File: src/design/pcs_pkg.sv
// package for the program sequencing core: register map, opcodes, carriers
package pcs_pkg;
    localparam int unsigned PC_W      = 11;
    localparam int unsigned STK_W     = 12;
    localparam int unsigned STK_DEPTH = 8;
    localparam logic [10:0] PC_RESET_VEC = 11'h000;
    localparam logic [10:0] PC_IRQ_VEC   = 11'h004;
    // register offsets (9-bit file address); low seven bits pick the mirror
    localparam logic [8:0] ADDR_COUNTER_LOW   = 9'h002;
    localparam logic [8:0] ADDR_FLAGS_BANK    = 9'h003;
    localparam logic [8:0] ADDR_HIGH_LATCH    = 9'h00a;
    localparam logic [8:0] ADDR_HIGH_VIEW     = 9'h10c;
    localparam logic [8:0] ADDR_TABLE_RESULT  = 9'h18c;
    localparam logic [6:0] BANK_OFS_MASKED_LO = 7'h02;
    localparam logic [6:0] BANK_OFS_MASKED_ST = 7'h03;
    localparam logic [6:0] BANK_OFS_MASKED_LA = 7'h0a;
    localparam logic [7:0] HIGH_SEL_KEY       = 8'h1c;
    localparam logic [7:0] TABLE_CMD_LOW      = 8'h01;
    localparam logic [7:0] TABLE_CMD_HIGH     = 8'h02;
    // status field positions
    localparam int unsigned ST_C    = 0;
    localparam int unsigned ST_DC   = 1;
    localparam int unsigned ST_Z    = 2;
    localparam int unsigned ST_PD   = 3;
    localparam int unsigned ST_TO   = 4;
    localparam int unsigned ST_RP0  = 5;
    localparam int unsigned ST_IRP  = 7;
    localparam logic [7:0] ST_RESET = 8'h00;
    localparam logic [7:0] ST_SW_MASK = 8'he7; // to and pd are read only

    // program flow operation issued with each executed instruction
    typedef enum logic [2:0] {
        PCS_FLOW_NEXT  = 3'b000,
        PCS_FLOW_GOTO  = 3'b001,
        PCS_FLOW_CALL  = 3'b010,
        PCS_FLOW_RET   = 3'b011,
        PCS_FLOW_IRQ   = 3'b100,
        PCS_FLOW_TABL  = 3'b101,
        PCS_FLOW_TABH  = 3'b110
    } pcs_flow_t;

    // alu operations
    typedef enum logic [2:0] {
        PCS_ALU_ADD = 3'b000,
        PCS_ALU_SUB = 3'b001,
        PCS_ALU_AND = 3'b010,
        PCS_ALU_OR  = 3'b011,
        PCS_ALU_XOR = 3'b100,
        PCS_ALU_RLC = 3'b101,
        PCS_ALU_RRC = 3'b110,
        PCS_ALU_PASS = 3'b111
    } pcs_alu_op_t;

    // one executed instruction as seen by the core
    typedef struct packed {
        logic        valid;     // instruction retires this cycle
        pcs_flow_t   flow;
        logic [15:0] word;      // instruction word
        logic        alu_en;    // alu result goes to a file register or w
        pcs_alu_op_t alu_op;
        logic [7:0]  opa;       // usually w
        logic [7:0]  opb;       // file register or literal
        logic        flag_z;    // instruction updates zero
        logic        flag_cd;   // instruction updates carry and digit carry
        logic        wr_en;     // file register write
        logic [8:0]  wr_addr;
        logic [7:0]  wr_data;   // used when alu_en is clear
        logic        wdt_clear; // watchdog clear op
        logic        sleep;     // sleep op
    } pcs_exec_t;
endpackage

File: src/design/pcs_core.sv
// program counter, return stack, table read and alu status core
`timescale 1ns/1ps
// What this block does
// - keep 11-bit pc for 2K program words
// - advance pc by one otherwise
// - reset loads 000h, interrupt loads 004h
// - call and goto load instruction low bits
// - returns pop stack top into pc
// - counter low byte readable, writable, mirrored fourfold
// - high view reads pc high bits only
// - writing 1Ch sets select flag, else clears
// - flag clear: low write loads latch high
// - flag set: low write keeps pc high
// - eight-level 12-bit stack, push and pop
// - table ops fetch pointer word byte
// - table result writes 01h/02h trigger reads
// - 8-bit alu: add, sub, shift, logic
// - subtraction carries are inverted borrows
// - flag results override status writes
// - status bank select bits for addressing
// - timeout flag set, cleared by ops
// - power-down flag set by sleep
// - zero flag follows result zero
// - digit carry from low nibble
// - carry from most significant bit
module pcs_core
    import pcs_pkg::*;
#(
    parameter int unsigned STACK_LEVELS = STK_DEPTH
) (
    input  wire logic             i_clk_sys,
    input  wire logic             i_sys_rst,
    input  wire logic             i_por,        // power-on reset qualifier
    input  wire pcs_exec_t        i_exec,
    input  wire logic             i_wdt_timeout,
    input  wire logic [8:0]       i_rd_addr,
    input  wire logic [7:0]       i_table_ptr,  // pointer low byte
    input  wire logic [7:0]       i_table_ptr_h,// pointer high byte
    input  wire logic [15:0]      i_rom_data,   // word at o_rom_addr
    output logic      [10:0]      o_pc,
    output logic      [15:0]      o_rom_addr,
    output logic      [7:0]       o_rd_data,
    output logic                  o_rd_hit,
    output logic      [7:0]       o_alu_result,
    output logic      [7:0]       o_w_load,     // byte bound for w
    output logic                  o_w_load_en,
    output logic      [1:0]       o_direct_bank,
    output logic                  o_indirect_bank
);
    localparam int unsigned SP_W = $clog2(STACK_LEVELS);

    initial begin
        if (STACK_LEVELS < 2 || (STACK_LEVELS & (STACK_LEVELS - 1)) != 0)
            $error("stack levels must be a power of two of at least two");
    end

    // =========================================================
    // state
    // =========================================================
    typedef struct packed {
        logic [10:0]       pc;
        logic [SP_W-1:0]   sp;
        logic [7:0]        status;
        logic [7:0]        latch;
        logic              high_sel;
        logic [7:0]        tab;
        logic              tab_pend;   // table fetch waits one cycle
        logic              tab_hi;
        logic [15:0]       rom_addr;
        logic [7:0]        rd_data;
        logic              rd_hit;
        logic [7:0]        alu;
        logic [7:0]        w_load;
        logic              w_load_en;
    } pcs_state_t;

    pcs_state_t s_q, s_d;
    logic [STK_W-1:0] stack_q [STACK_LEVELS];
    logic             push;
    logic [STK_W-1:0] push_val;

    // alu scratch
    logic [8:0]  sum;
    logic [4:0]  nib;
    logic [7:0]  res;
    logic        c_out;
    logic        dc_out;
    logic        hit_lo, hit_st, hit_la, hit_hv, hit_tb;
    logic [10:0] pc_inc;
    logic [7:0]  st_next;

    // =========================================================
    // alu
    // =========================================================
    // an 8-bit datapath; carry in for shifts comes from status
    always_comb begin
        sum    = 9'h000;
        nib    = 5'h00;
        res    = i_exec.opb;
        c_out  = s_q.status[ST_C];
        dc_out = s_q.status[ST_DC];
        unique case (i_exec.alu_op)
            PCS_ALU_ADD: begin
                sum    = {1'b0, i_exec.opa} + {1'b0, i_exec.opb};
                nib    = {1'b0, i_exec.opa[3:0]} + {1'b0, i_exec.opb[3:0]};
                res    = sum[7:0];
                c_out  = sum[8];
                dc_out = nib[4];
            end
            PCS_ALU_SUB: begin
                // opb minus opa; the carry is the inverted borrow
                sum    = {1'b0, i_exec.opb} + {1'b0, ~i_exec.opa} + 9'h001;
                nib    = {1'b0, i_exec.opb[3:0]} + {1'b0, ~i_exec.opa[3:0]}
                       + 5'h01;
                res    = sum[7:0];
                c_out  = sum[8];
                dc_out = nib[4];
            end
            PCS_ALU_AND: res = i_exec.opa & i_exec.opb;
            PCS_ALU_OR:  res = i_exec.opa | i_exec.opb;
            PCS_ALU_XOR: res = i_exec.opa ^ i_exec.opb;
            PCS_ALU_RLC: begin
                res   = {i_exec.opb[6:0], s_q.status[ST_C]};
                c_out = i_exec.opb[7];
            end
            PCS_ALU_RRC: begin
                res   = {s_q.status[ST_C], i_exec.opb[7:1]};
                c_out = i_exec.opb[0];
            end
            PCS_ALU_PASS: res = i_exec.opb;
        endcase
    end

    // file register decode; the low byte and status mirror in every bank
    assign hit_lo = i_exec.wr_en && i_exec.wr_addr[6:0] == BANK_OFS_MASKED_LO;
    assign hit_st = i_exec.wr_en && i_exec.wr_addr[6:0] == BANK_OFS_MASKED_ST;
    assign hit_la = i_exec.wr_en && i_exec.wr_addr[6:0] == BANK_OFS_MASKED_LA;
    assign hit_hv = i_exec.wr_en && i_exec.wr_addr == ADDR_HIGH_VIEW;
    assign hit_tb = i_exec.wr_en && i_exec.wr_addr == ADDR_TABLE_RESULT;
    assign pc_inc = s_q.pc + 11'h001;

    // =========================================================
    // next state
    // =========================================================
    always_comb begin
        logic [7:0] wdat;
        wdat      = i_exec.alu_en ? res : i_exec.wr_data;
        s_d       = s_q;
        push      = 1'b0;
        push_val  = {1'b0, pc_inc};
        s_d.w_load_en = 1'b0;
        st_next   = s_q.status;

        // program flow
        if (i_exec.valid) begin
            s_d.pc = pc_inc;
            unique case (i_exec.flow)
                PCS_FLOW_NEXT, PCS_FLOW_TABL, PCS_FLOW_TABH: ;
                PCS_FLOW_GOTO: s_d.pc = i_exec.word[10:0];
                PCS_FLOW_CALL: begin
                    push   = 1'b1;
                    s_d.pc = i_exec.word[10:0];
                end
                PCS_FLOW_RET: begin
                    s_d.sp = s_q.sp - 1'b1;
                    s_d.pc = stack_q[s_q.sp - 1'b1][10:0];
                end
                PCS_FLOW_IRQ: begin
                    // interrupt saves the current pc, it was not executed
                    push     = 1'b1;
                    push_val = {1'b0, s_q.pc};
                    s_d.pc   = PC_IRQ_VEC;
                end
                default: ;
            endcase
            if (push) begin
                s_d.sp = s_q.sp + 1'b1;
            end
            // table fetch by op or by the result register
            if (i_exec.flow == PCS_FLOW_TABL ||
                    i_exec.flow == PCS_FLOW_TABH) begin
                s_d.tab_pend = 1'b1;
                s_d.tab_hi   = i_exec.flow == PCS_FLOW_TABH;
            end
        end

        // file register writes
        if (hit_lo) begin
            s_d.pc[7:0] = wdat;
            if (!s_q.high_sel) begin
                s_d.pc[10:8] = s_q.latch[2:0];
            end else begin
                // undo any carry that the increment above put into the page
                s_d.pc[10:8] = s_q.pc[10:8];
            end
        end
        if (hit_la) begin
            s_d.latch = wdat;
        end
        if (hit_hv) begin
            s_d.high_sel = wdat == HIGH_SEL_KEY;
        end
        if (hit_tb && (wdat == TABLE_CMD_LOW || wdat == TABLE_CMD_HIGH)) begin
            s_d.tab_pend = 1'b1;
            s_d.tab_hi   = wdat == TABLE_CMD_HIGH;
        end
        if (hit_st) begin
            st_next = (wdat & ST_SW_MASK) | (s_q.status & ~ST_SW_MASK);
        end
        // flags written by the instruction win over its own status write
        if (i_exec.valid && i_exec.alu_en) begin
            if (i_exec.flag_z) begin
                st_next[ST_Z] = res == 8'h00;
            end
            if (i_exec.flag_cd) begin
                st_next[ST_C]  = c_out;
                st_next[ST_DC] = dc_out;
            end
        end
        // timeout set wins over the clearing ops
        if (i_exec.valid && (i_exec.wdt_clear || i_exec.sleep)) begin
            st_next[ST_TO] = 1'b0;
        end
        if (i_exec.valid && i_exec.wdt_clear) begin
            st_next[ST_PD] = 1'b0;
        end
        if (i_exec.valid && i_exec.sleep) begin
            st_next[ST_PD] = 1'b1;
        end
        if (i_wdt_timeout) begin
            st_next[ST_TO] = 1'b1;
        end
        s_d.status = st_next;

        // table fetch completes one cycle after the address is out
        s_d.rom_addr = {i_table_ptr_h, i_table_ptr};
        if (s_q.tab_pend) begin
            s_d.tab_pend  = 1'b0;
            s_d.tab       = s_q.tab_hi ? i_rom_data[15:8] : i_rom_data[7:0];
            s_d.w_load    = s_d.tab;
            s_d.w_load_en = 1'b1;
        end

        // read path
        s_d.alu    = res;
        s_d.rd_hit = 1'b1;
        unique case (1'b1)
            i_rd_addr[6:0] == BANK_OFS_MASKED_LO: s_d.rd_data = s_q.pc[7:0];
            i_rd_addr[6:0] == BANK_OFS_MASKED_ST: s_d.rd_data = s_q.status;
            i_rd_addr[6:0] == BANK_OFS_MASKED_LA: s_d.rd_data = s_q.latch;
            i_rd_addr == ADDR_HIGH_VIEW:
                s_d.rd_data = {5'h00, s_q.pc[10:8]};
            i_rd_addr == ADDR_TABLE_RESULT: s_d.rd_data = s_q.tab;
            default: begin
                s_d.rd_data = 8'h00;
                s_d.rd_hit  = 1'b0;
            end
        endcase
    end

    // =========================================================
    // registers
    // =========================================================
    always_ff @(posedge i_clk_sys) begin
        if (i_sys_rst) begin
            s_q          <= '0;
            s_q.pc       <= PC_RESET_VEC;
            s_q.high_sel <= 1'b0;
            s_q.status   <= ST_RESET;
            if (!i_por) begin
                // warm resets keep to and pd so software can tell the cause
                s_q.status[ST_TO] <= s_q.status[ST_TO];
                s_q.status[ST_PD] <= s_q.status[ST_PD];
            end
        end else begin
            s_q <= s_d;
        end
    end

    // stack body has no reset; pointer reset is enough
    always_ff @(posedge i_clk_sys) begin
        if (push) begin
            stack_q[s_q.sp] <= push_val;
        end
    end

    assign o_pc            = s_q.pc;
    assign o_rom_addr      = s_q.rom_addr;
    assign o_rd_data       = s_q.rd_data;
    assign o_rd_hit        = s_q.rd_hit;
    assign o_alu_result    = s_q.alu;
    assign o_w_load        = s_q.w_load;
    assign o_w_load_en     = s_q.w_load_en;
    assign o_direct_bank   = s_q.status[ST_RP0 +: 2];
    assign o_indirect_bank = s_q.status[ST_IRP];
endmodule // pcs_core

File: config.mk
export PLATFORM = sky130hd
export DESIGN_NAME = pcs_core
export DESIGN_NICKNAME = d
export VERILOG_FILES = /design/src/design/pcs_pkg.sv /design/src/design/pcs_core.sv
export SDC_FILE = /design/constraint.sdc
export NUM_CORES = 1
export LEC_CHECK = 0
export ABC_CLOCK_PERIOD_IN_PS = 6400
export BUFFER_PORTS_ARGS = -buffer_cell sky130_fd_sc_hd__buf_2
export CORE_MARGIN = 2
export CORE_UTILIZATION = 61
export CTS_CLUSTER_SIZE = 10
export DETAILED_ROUTE_END_ITERATION = 8
export GPL_TIMING_DRIVEN = 0
export PLACE_DENSITY_LB_ADDON = 0.1
export SKIP_CTS_REPAIR_TIMING = 1
export SLEW_MARGIN = 20
export SYNTH_ARGS = -nofsm -noshare
export SYNTH_HDL_FRONTEND = slang
export SYNTH_SLANG_ARGS = --single-unit
File: constraint.sdc
create_clock -name i_clk_sys -period 6.4 [get_ports i_clk_sys]
set_input_delay 0.96 -clock i_clk_sys [delete_from_list [all_inputs] [get_ports i_clk_sys]]
set_output_delay 0.96 -clock i_clk_sys [all_outputs]
set_load 0.02 [all_outputs]
# Yosys cells after proc, flatten, opt, wreduce, memory -nomap -nowiden
# Memories as Yosys holds them, arrays and structs flattened.
# Cells that the tools add are included.
dict set report totals {
  ramBits 88
  reg_bits 75
  inputBits 107
  memories 1
  output_inout_bits 56
}
# memory depth word_bits read_ports rd_clocked_by_memory_dff write_ports line
set memory_table {}
lappend memory_table {stack_q 8 11 1 0 1 pcs_core.sv:78} ;# logic [STK_W-1:0] stack_q [STACK_LEVELS];
dict set report op_classes {
  reduce_logical 30
  mux 37
  eq_ne 30
  bitwise 6
  add_sub_neg 9
}
# op n
set op_table {}
lappend op_table {{2-to-1 mux 66 bit} 1}
lappend op_table {{one-hot mux 8 bit (8 select lines)} 1}
lappend op_table {{one-hot mux 8 bit (5 select lines)} 1}
lappend op_table {{== test 9 bit (second input constant)} 4}
lappend op_table {{2-to-1 mux 11 bit} 3}
lappend op_table {{one-hot mux 11 bit (3 select lines)} 1}
lappend op_table {{== test 7 x 2 -> 1 bit (second input constant)} 4}
lappend op_table {{2-to-1 mux 8 bit} 3}
lappend op_table {{== test 3 bit (second input constant)} 7}
lappend op_table {{adder 8 x 8 -> 9 bit} 2}
lappend op_table {{2-to-1 mux 9 bit} 2}
lappend op_table {{== test 7 x 4 -> 1 bit (second input constant)} 2}
lappend op_table {{2-to-1 mux 14 bit} 1}
lappend op_table {{== test 3 x 2 -> 1 bit (second input constant)} 4}
lappend op_table {{2-to-1 mux 1 bit} 12}
lappend op_table {{2-to-1 mux 3 bit} 4}
lappend op_table {{adder 11 x 1 -> 11 bit (second input constant)} 1}
lappend op_table {{adder 4 x 4 -> 5 bit} 2}
lappend op_table {{logical AND 1 bit} 10}
lappend op_table {{2-to-1 mux 2 bit} 5}
lappend op_table {{AND reduction 2 bit} 5}
lappend op_table {{adder 9 x 1 -> 9 bit (second input constant)} 1}
lappend op_table {{bitwise AND 8 bit} 1}
lappend op_table {{== test 8 x 1 -> 1 bit (second input constant)} 1}
lappend op_table {{other kinds (25)} 34}

# Longest topological paths before layout
dict set report depth {
  word_depth 11
  depth_mapped 14
}

# Least setup slack after synthesis
# No wires, ideal clock.
dict set report synth_timing {
  path_type {input to register}
  from {input i_exec[22] (netlist bit)}
  to {register s_q[42] (netlist bit)}
  path_buffers 0
  setup_ns 0.121
  arrival_time_ns 3.337
  path_stages 12
  required_time_ns 6.279
  slack_ns 2.941
  cell_sequence {inv_1 -> ha_1 -> inv_1 -> fa_1 -> nor3b_1 -> nor3_2 -> o32ai_1 -> a221o_1 -> mux2_4 -> nor4_4 -> o21ai_2 -> mux2_4}
}
dict set report synth_via {
  elab_chain_cells 9
  word_cells_on_any_way 16
}
# item line
set synth_rtl {}
lappend synth_rtl {{start: declaration} pcs_core.sv:34} ;# input wire pcs_exec_t i_exec,
lappend synth_rtl {{adder 8 x 8 -> 9 bit} pcs_core.sv:112} ;# sum = {1'b0, i_exec.opb} + {1'b0, ~i_exec.opa} + 9'h001;
lappend synth_rtl {{adder 9 x 1 -> 9 bit} pcs_core.sv:112}
lappend synth_rtl {{one-hot mux 8 bit (8 select lines) *} pcs_core.sv:102} ;# unique case (i_exec.alu_op)
lappend synth_rtl {{2-to-1 mux 8 bit *} pcs_core.sv:147} ;# wdat = i_exec.alu_en ? res : i_exec.wr_data;
lappend synth_rtl {{== test 8 x 1 -> 1 bit / == test 8 x 2 -> 1 bit (equally long branches)} {pcs_core.sv:203, pcs_core.sv:205}}
lappend synth_rtl {{logical OR 1 bit} pcs_core.sv:203} ;# if (hit_tb && (wdat == TABLE_CMD_LOW || wdat == TABLE_CMD_HIGH)) begin
lappend synth_rtl {{logical AND 1 bit} pcs_core.sv:203}
lappend synth_rtl {{nonzero test 2 bit (no source line)} --}
lappend synth_rtl {{AND reduction 2 bit (no source line)} --}
lappend synth_rtl {{end: declaration} pcs_core.sv:77} ;# pcs_state_t s_q, s_d;
# Mark *: on every way between the ends. The rest lies on a longest branch, timed or not.
# A chain may end at the register's enable or synchronous reset.

# Final worst setup path
dict set report layout_timing {
  from {register s_q[69] (netlist bit)}
  to {register s_q (netlist bit o_pc[3])}
}
dict set report layout_via {
  elab_chain_cells 5
}
# item line
set layout_rtl {}
lappend layout_rtl {{subtractor 3 x 1 -> 3 bit} pcs_core.sv:166} ;# s_d.pc = stack_q[s_q.sp - 1'b1][10:0];
lappend layout_rtl {{memory (8 x 11 bit)} --}
lappend layout_rtl {{one-hot mux 11 bit (3 select lines)} pcs_core.sv:157} ;# unique case (i_exec.flow)
lappend layout_rtl {{2-to-1 mux 14 bit} pcs_core.sv:155} ;# if (i_exec.valid) begin
lappend layout_rtl {{2-to-1 mux 11 bit} pcs_core.sv:188} ;# if (hit_lo) begin
# Every way passes these cells. The select of a mux whose other input is x is not followed.

==> metrics.log <==
[metrics] critical path, cell by cell: buf_2 > buf_2 > inv_1 > ha_1 > clkbuf_1 > clkbuf_1 > mux4_2 > mux2i_1 > nor2_1 > a21oi_1 > nand3_1 > and3_1 > nor4_1 > nor2_1
[metrics] maximum cell stage delay along the critical path: 540 ps
[metrics] final weighted congestion in routability-driven placement: just under 1
[metrics] number of vias per cell: just over 6
[metrics] pins over their slew limit: 0
[metrics] synthesized flop and latch total: roughly 160
[metrics] leading cell types by total area after synthesis: edfxtp_1, dfxtp_1, mux4_2
[metrics] post-synthesis instance area: 9315 um^2
[metrics] post-route ant nets: 0
[metrics] number of maximum-capacitance constraint violations: 0
[metrics] post-synthesis to final-layout area growth: 17.66%
[metrics] clock-pin slew reported for the worst setup and hold paths after clock tree synthesis: 70 ps
[metrics] starting utilization of the core area: between 60% and 70%
[metrics] placed wire-length estimate after detailed placement: around 19,000 um
[metrics] area share of the largest cell type after synthesis: about 29%
[metrics] Hold WC Path Type: reg -> reg
[metrics] GR Util All Layers: between 30% and 40%
[metrics] I/O pins: approximately 160
[metrics] setup repair after global routing missed its margin: false
[metrics] total number of vias: between 7,000 and 8,000
[metrics] standard cell with the maximum stage delay on the critical path: clkbuf_1
[metrics] Crit. End Element: register
[metrics] top fanout value on the critical path: 10
[metrics] arrival time at the worst endpoint: 4440 ps
[metrics] DR pass1 iterations: 7
[metrics] largest net degree at the start of global routing: 18
[metrics] result of the run: complete, no violations
[metrics] master cell of the clock root buffer: clkbuf_16
[metrics] Final Cycle Share: 64.50%
[metrics] vias in the first global route: 7,437
[metrics] count of H-tree levels built during CTS: 4
[metrics] sequential area share after synthesis: 44.70%
[metrics] CTS tree: yes
[metrics] WL per Instance: 19.72 um
[metrics] final core utilization: 72.91%
[metrics] setup TNS: 0 ps
[metrics] Max-slew headroom: 38.51%
[metrics] number of buffers created by CTS: 17
[metrics] Inserted Diodes: 0
[metrics] required time of the critical path: roughly 6700 ps
[metrics] Synth Flop Type: edfxtp_1
[metrics] core area: 15,030 um^2
[metrics] final design area excluding fillers: between 10,000 and 15,000 um^2
[metrics] TritonCTS sink count: approximately 160
[metrics] count of input and output buffers: approximately 160
[metrics] most frequent cells after synthesis: nor2_1, edfxtp_1, dfxtp_1
[metrics] die extent in y: ~130 um
[metrics] maximum clock skew at final layout: 11.08 ps
[metrics] most frequent cell after synthesis: nor2_1
[metrics] proportion of register bits with asynchronous set or reset after synthesis: 0%
[metrics] average cell area after synthesis: between 10 and 15 um^2
[metrics] number of enable-type register cells in the synthesized netlist: 90
[metrics] Synthesis Warnings: 0
[metrics] dominant cell type by area after synthesis: edfxtp_1
[metrics] clock buffer depth: 2
[metrics] Die Area: around 16,000 um^2
[metrics] upper clock frequency limit: roughly 240 MHz
[metrics] total overflow reported by the global router: 0
[metrics] synthesized netlist net count: 1,050
[metrics] number of standard-cell rows in the floorplan: 45
[metrics] Setup violations, final: 0
[metrics] number of standard cells after synthesis: 914
[metrics] wire length of the first global-routing pass: 39,410 um
[metrics] drt total wl: roughly 25,000 um
[metrics] die extent in x: 127.6 um
[metrics] number of hold violations in the final report: 0
[metrics] transition time at the pin with the least slew margin: 915.3 ps
[metrics] PnR Total Power: 2.615 mW
[metrics] Yosys cell types: 81
[metrics] PwrDens: between 200 and 250 nW/um^2
[metrics] proportion of layout cells with a drive suffix above 1: between 20% and 30%
[metrics] type of the worst setup path: reg -> reg
[metrics] Total Nets Final: ~1,200
[metrics] min Tclk post-route: 4128 ps
[metrics] drt drc: 0
[metrics] clock insertion delay at the later pin of the skew report: approximately 440 ps
[metrics] starting DRC count in detailed routing: around 740
[metrics] cell leakage power: 4.436 nW
[metrics] instance area at placement: between 10,000 and 15,000 um^2
[metrics] type of element launching the critical path: register
[metrics] Max VDD drop: ~200 uV
[metrics] number of antenna violations at the first check in global routing: 0
==> cells by family after synthesis <==
kind of cell,share of synthesized area (%)
adders and majority gates,4.056
xor gates and xnor gates,1.975
DFF,44.70
AOI/OAI and AO/OA,14.17
muxes,11.43
and+or+nand+nor,15.15
buffers and inverters,8.516
==> path summary, 6_finish.rpt <==
| check | start | endpoint | slack [ps] | cells after the start |
|---|---|---|---|---|
| worst max register to register | s_q[69] | o_pc[3] | 2270 | 14 |
| worst min register to register | s_q[63] | o_rd_data[2] | 480 | 2 |
| worst min-delay path | s_q[63] | o_rd_data[2] | 480 | 2 |
| worst max-delay path | s_q[69] | o_pc[3] | 2270 | 14 |
==> sequential cells by signal (all words and copies together), names as in the netlist <==
name             flops
o_alu_result         8
o_direct_bank        2
o_pc                11
o_rom_addr          16
o_indirect_bank      1
o_rd_data            8
o_w_load             8
stack_q             88
s_q                 19
o_w_load_en          1
o_rd_hit             1
==> worst max-delay path: cells and delay by family (launching register included) <==
kind | cells | cell delay (ps)
buffers and inverters | 5 | 1580
AND/OR/NAND/NOR | 5 | 890
multiplexers | 2 | 650
flip-flops | 1 | 340
adder cells (fa/ha/maj) | 1 | 300
AO/OA/AOI/OAI | 1 | 270
==> where the power goes <==
part / total (mW) / switching (mW) / internal [mW]
clock network: 0.974 / 0.459 / 0.515
registers: 1.16 / 0.0196 / 1.14
logic: 0.485 / 0.288 / 0.196
total: 2.62 / 0.767 / 1.85
==> stage by stage <==
stage / setup slack (ps) / hold slack, ps / cells
CTS: 2311 / 485.6 / 1292
detailed placement: 2287 / 483.8 / 1260
finish: 2272 / 482.2 / 1292
floorplan: 2941 / 432.1 / 914
global placement: 2092 / 471.3 / 1258
global route: 2056 / 476.4 / 1292
==> cell usage in the layout (no fill, tap or decap), drive strengths merged, types with 31 or more instances in the layout <==
cell and n:
dfxtp 73, edfxtp 90, clkbuf 52, nor2 98, o21ai 33, buf 231
mux2i 31, nand2 65, a21oi 48, inv 47
==> cell type report <==
type,count,area (um^2)
Tap cell,188,235.2
Timing Repair Buffer,158,795.8
Sequential cell,163,4164
Clock buffer,18,429.2
Buffer,107,635.6
Inverter,42,157.7
Fill cell,1126,4073
Multi-Input combinational cell,602,4399
Clock inverter,14,143.9
==> layer usage <==
| metal | track usage, % | wire [um] | up-vias |
|---|---|---|---|
| met5 | 0 | 0 | - |
| met1 | 41.19 | 10520 | 3718 |
| met4 | 11.38 | 692 | 0 |
| met3 | 8.082 | 2167 | 54 |
| met2 | 51.97 | 12090 | 392 |
| li1 | - | - | 3673 |
Power figures use the tool's default switching activity.
